==> src/logic/pwc_defines.svh <==
// Constants for the shared PWM cycle configuration block.
// How it works
// - Reload select bit steers compare high/low accesses to reload or compare storage.
// - Reload registers only feed 9, 10 and 11-bit PWM cycles.
// - Interrupt request while overflow flag and its enable are both set.
// - Overflow flag sets when counter carries out of the selected bit 8-11.
// - Flag set by hardware or software one; only software clears it.
// - Bits 4:2 read zero and ignore writes.
// - Length code 00 gives 8 bits, 01 gives 9, 10 gives 10.
// - One length setting serves all non-16-bit PWM channels.
// - Register decodes at address 0xd9 only on page 0x0f.
// - Per-module wide select bit chooses 16-bit PWM over shared length.
`ifndef PWC_DEFINES_SVH
`define PWC_DEFINES_SVH
`define PWC_CFG_ADDR 8'hd9
`define PWC_CFG_PAGE 8'h0f
`define PWC_CFG_RESET 8'h00
`define PWC_BIT_RELOAD_REGISTER_SELECT 7
`define PWC_BIT_IRQEN 6
`define PWC_BIT_FLAG 5
`define PWC_CFG_WMASK 8'he3
`define PWC_NUM_MOD 6
`endif

==> src/logic/pwc_pkg.sv <==
// Types for the shared PWM cycle configuration block.
package pwc_pkg;
   typedef enum logic [1:0] {
      PWC_LEN8 = 2'b00,
      PWC_LEN9 = 2'b01,
      PWC_LEN10 = 2'b10,
      PWC_LEN11 = 2'b11
   } pwc_len_t;
   typedef struct packed {
      logic reload_register_select;
      logic cycle_overflow_irq_enable;
      logic cycle_overflow_flag;
      logic [2:0] unused;
      pwc_len_t cycle_length_select;
   } pwc_cfg_t;
   typedef struct packed {
      logic wr;
      logic rd;
      logic [7:0] addr;
      logic [7:0] page;
      logic [7:0] wdata;
   } pwc_sfr_t;
endpackage : pwc_pkg

==> src/logic/pwc_top.sv <==
// Shared PWM cycle configuration register with overflow flag and reload steering.
`timescale 1ns/10ps
`include "pwc_defines.svh"
module pwc_top (
   input wire logic clk_in,
   input wire logic resetn_in,
   input wire pwc_pkg::pwc_sfr_t sfr_in,
   input wire logic [15:0] counter_in,
   input wire logic [5:0] wide_pwm_select_in,
   input wire logic [5:0] pwm_enable_in,
   output logic [7:0] rdata_out,
   output logic rsel_out,
   output logic reload_access_out,
   output logic [5:0] shared_len_active_out,
   output pwc_pkg::pwc_len_t cycle_len_out,
   output logic cycle_overflow_flag_out,
   output logic irq_out
);
   import pwc_pkg::*;
   pwc_cfg_t cfg_q;
   pwc_cfg_t cfg_d;
   logic [15:0] count_prev_q;
   logic hit;
   logic wr_hit;
   logic carry;
   logic step;
   logic [7:0] wdata_m;
   logic rd_hit;
   logic [7:0] rdata_d;
   // Page check matters: the same address on page zero is a different register.
   assign hit = (sfr_in.addr == `PWC_CFG_ADDR) && (sfr_in.page == `PWC_CFG_PAGE);
   assign wr_hit = sfr_in.wr && hit;
   assign rd_hit = sfr_in.rd && hit;
   assign rdata_d = rd_hit ? 8'(cfg_q) : 8'h00;
   assign step = counter_in != count_prev_q[15:0];
   assign wdata_m = sfr_in.wdata & `PWC_CFG_WMASK;
   pwc_ovf_detect u_ovf (
      .count_in(counter_in[10:0]),
      .count_prev_in(count_prev_q[10:0]),
      .count_step_in(step),
      .len_in(cfg_q.cycle_length_select),
      .carry_out(carry)
   );
   always_comb begin
      cfg_d = cfg_q;
      if (wr_hit) begin
         cfg_d = pwc_cfg_t'(wdata_m);
      end
      // Hardware set wins over a software clear in the same cycle.
      if (carry) begin
         cfg_d.cycle_overflow_flag = 1'b1;
      end
   end
   always_ff @(posedge clk_in) begin
      if (!resetn_in) begin
         cfg_q <= pwc_cfg_t'(`PWC_CFG_RESET);
         count_prev_q <= 16'h0000;
      end else begin
         cfg_q <= cfg_d;
         count_prev_q <= counter_in;
      end
   end
   always_ff @(posedge clk_in) begin
      if (!resetn_in) begin
         rdata_out <= 8'h00;
      end else begin
         rdata_out <= rdata_d;
      end
   end
   // Compare-register decoding lives with the modules; this block only steers.
   assign rsel_out = cfg_q.reload_register_select;
   // Reload storage only acts when reload select is set and the shared length is above 8 bits.
   assign reload_access_out = cfg_q.reload_register_select &&
      (cfg_q.cycle_length_select != PWC_LEN8);
   assign shared_len_active_out = pwm_enable_in & ~wide_pwm_select_in;
   assign cycle_len_out = cfg_q.cycle_length_select;
   assign cycle_overflow_flag_out = cfg_q.cycle_overflow_flag;
   assign irq_out = cfg_q.cycle_overflow_flag & cfg_q.cycle_overflow_irq_enable;
endmodule : pwc_top

==> src/logic/pwc_ovf_detect.sv <==
// Carry detector for the selected PWM cycle length.
`timescale 1ns/10ps
module pwc_ovf_detect (
   input wire logic [10:0] count_in,
   input wire logic [10:0] count_prev_in,
   input wire logic count_step_in,
   input wire pwc_pkg::pwc_len_t len_in,
   output logic carry_out
);
   import pwc_pkg::*;
   logic [3:0] width;
   logic [10:0] mask;
   function automatic logic [3:0] len_bits(input pwc_len_t l);
      unique case (l)
         PWC_LEN8: len_bits = 4'h8;
         PWC_LEN9: len_bits = 4'h9;
         PWC_LEN10: len_bits = 4'ha;
         PWC_LEN11: len_bits = 4'hb;
      endcase
   endfunction : len_bits
   assign width = len_bits(len_in);
   assign mask = 11'((12'h001 << width) - 12'h001);
   // A carry out of the selected bit leaves the low field wrapped to zero.
   assign carry_out = count_step_in && ((count_in & mask) == 11'h000) &&
      ((count_prev_in & mask) == mask);
endmodule : pwc_ovf_detect

==> config.mk <==
export PLATFORM = sky130hd
export DESIGN_NAME = pwc_top
export DESIGN_NICKNAME = d
export VERILOG_FILES = /design/src/logic/pwc_pkg.sv /design/src/logic/pwc_top.sv /design/src/logic/pwc_ovf_detect.sv
export VERILOG_INCLUDE_DIRS = /design/src /design/src/logic
export SDC_FILE = /design/constraint.sdc
export NUM_CORES = 1
export LEC_CHECK = 0
export CORE_MARGIN = 10
export CORE_UTILIZATION = 50
export DETAILED_ROUTE_END_ITERATION = 10
export DONT_BUFFER_PORTS = 1
export GPL_TIMING_DRIVEN = 0
export HOLD_SLACK_MARGIN = 0.12
export MAX_ROUTING_LAYER = met4
export PLACE_DENSITY = 0.62
export SLEW_MARGIN = 20
export SYNTH_ARGS = -nofsm -noshare
export SYNTH_HDL_FRONTEND = slang
export SYNTH_SLANG_ARGS = --single-unit
==> constraint.sdc <==
create_clock -name clk_in -period 1.74 [get_ports clk_in]
set_clock_uncertainty 0.05 [all_clocks]
set_input_delay 0.087 -clock clk_in [delete_from_list [all_inputs] [get_ports clk_in]]
set_output_delay 0.087 -clock clk_in [all_outputs]
set_load 0.03 [all_outputs]
==> results of run 1 <==
cell families (layout without fill, tap and decap cells):
group	count (synthesis)	count (layout)	share of synthesized area (%)
DFF	21	21	48.3
buffers and inverters	9	48	6.04
AOI/OAI and AO/OA	13	13	8.92
other	1	4	0.431
and+or+nand+nor	43	43	36.3
through the flow:
step	setup slack, ns	instance area [um^2]	hold WS, ns	util [%]
2_1_floorplan	0.217	877	0.159	-
3_3_place_gp	0.187	898	0.160	53.2
3_5_place_dp	0.183	898	0.163	53.2
4_1_cts	0.0690	1280	0.195	75.6
5_1_grt	0.0379	1280	0.221	76.1
6_report	0.106	1290	0.224	76.2
registers in the layout (all words and copies together), names as in the netlist:
signal,flops
cfg_q,1
count_prev_q,11
cycle_len_out,2
cycle_overflow_flag_out,1
rdata_out,5
rsel_out,1
layer usage:
layer / up-vias / share of wire (%)
li1: 379 / -
met1: 353 / 39
met2: 50 / 49
met3: 2 / 11
met4: 0 / 0.53
met5: - / 0
area by class of cell:
| cell class | count | area share, % |
|---|---|---|
| multi-input cells | 59 | 32.1 |
| clock inverters | 1 | 0.389 |
| plain buffers | 6 | 3.21 |
| clock buffers | 3 | 1.75 |
| diodes | 1 | 0.194 |
| well taps | 17 | 1.65 |
| repair buffers | 35 | 27.2 |
| inverters | 3 | 0.875 |
| flip-flops and latches | 21 | 32.7 |
report_power, final:
group          total [W]  switching [W]  internal (W)
Sequential      0.000497     0.00000290      0.000494
Combinational   0.000124      0.0000545     0.0000691
Clock           0.000229       0.000143     0.0000856
Total           0.000849       0.000201      0.000649
Yosys cell counts:
master / number
clkbuf_1: 1
a21oi_1: 4
nor2_4: 1
a211o_1: 1
nand4_1: 2
or4b_1: 1
nand2b_1: 1
nor4bb_1: 4
and2_1: 17
nand4bb_1: 2
inv_1: 3
dfxtp_1: 21
nor2b_1: 6
or4_4: 1
a221o_1: 1
nor4_2: 1
o21a_1: 1
conb_1: 1
or4b_4: 1
nand3_1: 5
buf_4: 5
a31oi_1: 1
o21ai_1: 5
nand2_2: 1
cell usage in the layout, fill, tap and decap left out, types with 2 or more instances in the layout:
cell / instances
a21oi_1: 4
and2_1: 17
buf_4: 5
clkbuf_4: 3
conb_1: 3
dfxtp_1: 21
dlygate4sd3_1: 35
inv_1: 3
nand3_1: 5
nand4_1: 2
nand4bb_1: 2
nor2b_1: 6
nor4bb_1: 4
o21ai_1: 5
repair_timing:
action,CTS,global route
hold buffers,35,0
resized for setup,0,1
endpoints found under the hold margin,21,0
setup endpoints to repair,0,5
buffers inserted,0,0
worst register-to-register path, delay by kind of cell, from the launching register on:
family,cells,cell delay (ns)
DFF,1,0.33
AOI/OAI and AO/OA,2,0.49
and+or+nand+nor,1,0.53
buffers and inverters,1,0.04
worst paths after layout:
path	from	endpoint	cells past startpoint
worst min register to register	cfg_q[6]$_SDFFE_PN0P_	rdata_out[6]$_SDFF_PN0_	1
worst min-delay path	sfr_in[15]	cycle_len_out[0]$_SDFFE_PN0P_	4
worst max register to register	count_prev_q[8]$_SDFF_PN0_	cycle_overflow_flag_out$_SDFFE_PN0P_	4
worst max-delay path	sfr_in[13]	cfg_q[6]$_SDFFE_PN0P_	5
==> results.yml, run 1 <==
final_layout:
  area_growth_pct: 48.1
  multi_input_area_um2: 413
  drive_above_1_share_pct: 10.9
  regArea_um2: 420
  nFillCells: 125
  fin_nets: 185
  instances_no_fill: 146
die:
  io_pins: 76
  fp.dieW_um: 61.7
  core_area_um2: 1690
  rows: 15
  die_h_um: 61.7
  die-area_um2: 3810
  start_util_pct: 51.5
worst_setup_path:
  slowest_delay_ns: 0.59
  crit_path_cell_trace: "or4b_4, nor4_4, nand3_1, dlygate4sd3_1, a21oi_1"
  reg2reg_slack_ns: 0.23
  path_buf_inv: 1
  critPathRequiredTime_ns: 1.90
  end_kind: "flip-flop"
  cpLargestDelayFamily: "simple AND/OR/NAND/NOR gates"
  critPathArrivalTime_ns: 1.80
  cp_slowest_cell: "dlygate4sd3_1"
  cp-start-kind: "input pin"
  path_class: "input pin to flip-flop"
  critPathMaxFanout: 5
global_route:
  use_met3_pct: 5.69
  grt_use_total_pct: 14.8
  antenna_found_initial: 0
  globalRouteOverflowTotal: 0
  grt.busiest_layer: "met2"
  use_met2_pct: 24.2
  grt_pass1_wl_um: 4090
  grt_pass1_vias: 909
  use_met1_pct: 16.2
  grt_max_degree: 13
sta:
  fin_crit_sh_pct: 93.9
  hold_viol: 0
  rsz0062_at_grt: "no"
  slew_viol_final: 0
  tns_ns: 0
  setup_viol: 0
  max-slew-margin-rel_pct: 59.8
  tightestPinTransition_ns: 0.602
  period_minus_slack_ns: 1.63
  max_freq_ghz: 0.612
drt:
  vias: 784
  dr.pass1.iters: 4
  wl_um: 2660
  via_per_inst: 5.37
  routedWlPerCell_um: 18.2
  drc_errors: 0
  initialDrtViolationCount: 16
  antenna_left: 0
clocking:
  clk_path_buf_depth: 2
  numCtsBuffers: 3
  insertion_delay_ns: 0.30
  cts_root_buf: "clkbuf_4"
  cts.sinks: 21
  tritoncts: "done"
  clk_pin_slew_worst_paths_ns: 0.12
  cts_max_level: 1
place:
  dp_cells: 106
  place_congestion: 0.702
  io_buffers: 0
  hpwlAfterDp_um: 1770
power_and_ir_drop:
  leakage_nw: 0.502
  peakVddDrop_mv: 0.565
  powerDensity_nw_per_um2: 660
  power.total_w: 0.000849
synthesis:
  ys_ff_latch: 21
  netlist_area_um2: 870
  yosys-top-cells-area: "dfxtp_1, and2_1, nor4bb_1, buf_4, nor2b_1"
  yosysTopAreaCellShare_pct: 48.3
  yosysSeqAreaShare_pct: 48.3
  yosys.area.top_type: "dfxtp_1"
  synthCells: 87
  synth_area_per_cell_um2: 10.0
  yosysWarnings: 0
  synth_cell_types: 24
hold_path:
  hold_class: "input pin to flip-flop"
run_status:
  outcome: "complete, no violations"
run:
  drv_cap: 0
Note: power is estimated with default switching activity, not from simulation.
==> run 2, diff against run 1 <==
--- a/config.mk
+++ b/config.mk
@@ -17,4 +17,5 @@
 export SLEW_MARGIN = 20
 export SYNTH_ARGS = -nofsm -noshare
 export SYNTH_HDL_FRONTEND = slang
+export SYNTH_HIERARCHICAL = 1
 export SYNTH_SLANG_ARGS = --single-unit
==> results.yml, run 2 <==
run_status:
  outcome: "complete, no violations"
power_and_ir_drop:
  p_int_w: 0.000844
  seqPwrFrac_pct: 56.9
  pwr-share-clk_pct: 27.4
  pwr-share-comb_pct: 15.7
  powerDensity_nw_per_um2: 636
  p_switching_w: 0.000259
  peakVddDrop_mv: 0.689
  switching_share_pct: 23.5
  leakage_nw: 0.715
global_route:
  grt_pass1_vias: 1223
  grt_use_total_pct: 16.1
  grt_max_degree: 15
  antenna_found_initial: 0
  grt_pass1_wl_um: 5760
  globalRouteOverflowTotal: 0
hold_path:
  hold_path.startpoint: "counter_in[2]"
  holdPathStages: 4
  hold_class: "input pin to flip-flop"
drt:
  via_per_inst: 5.43
  dr.pass1.iters: 4
  wl_um: 3740
  initialDrtViolationCount: 38
  routedWlPerCell_um: 18.7
  drc_errors: 0
  antenna_left: 0
  vias: 1086
die:
  core_area_um2: 2230
  start_util_pct: 53.3
  rows: 17
  fp.dieW_um: 68.8
  die-area_um2: 4730
  die_h_um: 68.8
  io_pins: 76
worst_setup_path:
  slowest_delay_ns: 0.55
  path_class: "input pin to flip-flop"
  path_common_cell: "dlygate4sd3_1"
  startpoint: "sfr_in[7]"
  critPathArrivalTime_ns: 1.84
  cp_slowest_cell: "dlygate4sd3_1"
  cp-start-kind: "input pin"
  rr_startpoint: "count_prev_q[15]$_SDFF_PN0_"
  critPathRequiredTime_ns: 1.91
  critPathMaxFanout: 1
  reg2reg_to: "cycle_overflow_flag_out$_SDFFE_PN0P_"
  reg2reg_slack_ns: 0.08
  endpoint: "rsel_out$_SDFFE_PN0P_"
  worstRegToRegCells: 8
  end_kind: "flip-flop"
  crit_path_cell_trace: "dlygate4sd3_1, nand3_1, dlygate4sd3_1, a21oi_1, dlygate4sd3_1"
synthesis:
  synth-edff-count: 0
  synthArstFlopShare_pct: 0
  synth_cell_types: 30
  synth_flop_cell: "dfxtp_1"
  yosysMostFrequentCell: "dfxtp_1"
  ys_ff_latch: 26
  synthTopCellsByCount: "dfxtp_1, and2_1, xor2_1"
  synth_area_per_cell_um2: 9.75
  yosysSeqAreaShare_pct: 43.7
  yosys-top-cells-area: "dfxtp_1, xor2_1, and2_1, buf_4, nor2b_1"
  netlist_area_um2: 1190
  synthCells: 122
  yosysWarnings: 6
  yosysTopAreaCellShare_pct: 43.7
  yosys.area.top_type: "dfxtp_1"
final_layout:
  antenna_cells: 0
  instances_no_fill: 200
  regMostFlops: "count_prev_q"
  fin_nets: 229
  nFillCells: 149
  layout_common_cells: "dlygate4sd3_1, dfxtp_1, and2_1"
  final_common_cell: "dlygate4sd3_1"
  final_cell_area_um2: 1730
  area_growth_pct: 45.7
  postLayoutCoreUtil_pct: 77.6
  largest_register_ffs: 16
  drive_above_1_share_pct: 11.6
sta:
  slew_viol_final: 0
  hold_viol: 0
  setup_viol: 0
  max_freq_ghz: 0.599
  max-slew-margin-rel_pct: 57.9
  final.setup.worst_slack_ns: 0.0702
  period_minus_slack_ns: 1.67
  fin_crit_sh_pct: 96.0
  tightestPinTransition_ns: 0.630
  tns_ns: 0
clocking:
  clk_pin_slew_worst_paths_ns: 0.13
  insertion_delay_ns: 0.32
  clk_path_buf_depth: 2
  cts.sinks: 26
  tritoncts: "done"
  numCtsBuffers: 3
  cts_root_buf: "clkbuf_4"
  cts_max_level: 1
place:
  place_ws_ns: 0.0970
  place_area_um2: 1230
  dp_cells: 152
  io_buffers: 0
  place_congestion: 0.833
  hpwlAfterDp_um: 2470
run:
  drv_cap: 0
==> run 2: cell types whose count changed after synthesis, moves of 2 or more <==
cell / change
and2_1: +5
a21oi_1: +2
nand2_1: +2
o21ai_1: -5
nor4bb_1: -4
nor4_1: +4
and4b_1: +2
o21ai_0: +5
xor2_1: +16
dfxtp_1: +5
==> run 2: per-stage QoR <==
step                      hold slack, ns  power [W]
after global placement             0.160   0.000736
after detailed placement           0.162   0.000737
after global routing               0.130    0.00115
after floorplan                    0.159   0.000725
final                              0.133    0.00110
after CTS                          0.124    0.00110
==> run 2: per-layer routing <==
metal	part of all wire, %	vias up	GRT usage (%)
li1	-	513	-
met1	41	501	18.9
met2	46	62	26.0
met3	10	10	5.48
met4	2.8	0	3.69
met5	0	-	-
==> run 2: timing repair <==
action,4_1_cts,5_1_grt
gates resized for setup,0,7
endpoints found under the hold margin,26,0
buffers inserted,0,1
endpoints found under the setup margin,0,4
hold buffers,45,0
==> run 2: final cells by class <==
class / count / area, um^2 / share of cell area (%)
inverter: 2 / 7.51 / 0.433
multi-input combinational: 90 / 652 / 37.6
tap: 28 / 35.0 / 2.02
sequential: 26 / 522 / 30.1
buffer: 6 / 41.3 / 2.38
clock buffer: 4 / 36.3 / 2.09
timing repair buffer: 44 / 440 / 25.4
==> run 2: worst min path at each step <==
stage | to
floorplan | count_prev_q[0]$_SDFF_PN0_
detailed placement | count_prev_q[5]$_SDFF_PN0_
CTS | cycle_overflow_flag_out$_SDFFE_PN0P_
global route | cycle_overflow_flag_out$_SDFFE_PN0P_
global placement | count_prev_q[5]$_SDFF_PN0_
finish | cycle_overflow_flag_out$_SDFFE_PN0P_
==> run 2: power by group through the flow <==
| stage | registers [W] | logic [W] | clock network (W) |
|---|---|---|---|
| 6_report | 0.000628 | 0.000173 | 0.000302 |
| 5_1_grt | 0.000631 | 0.000187 | 0.000332 |
| 4_1_cts | 0.000627 | 0.000162 | 0.000313 |
| 3_5_place_dp | 0.000640 | 0.0000967 | 0 |
| 3_3_place_gp | 0.000640 | 0.0000959 | 0 |
| 2_1_floorplan | 0.000638 | 0.0000867 | 0 |
==> run 2: cell families after synthesis <==
group / Yosys count / synth area share [%]
AND/OR/NAND/NOR: 56 / 32.1
flip-flops: 26 / 43.7
XOR/XNOR: 16 / 11.8
AO/OA/AOI/OAI: 15 / 7.99
buffers and inverters: 8 / 4.10
other: 1 / 0.315
==> run 2: critical path: cells and delay by family <==
family / cells / cell delay (ns)
buf+inv: 3 / 1.64
simple gates: 1 / 0.07
compound gates: 1 / 0.05
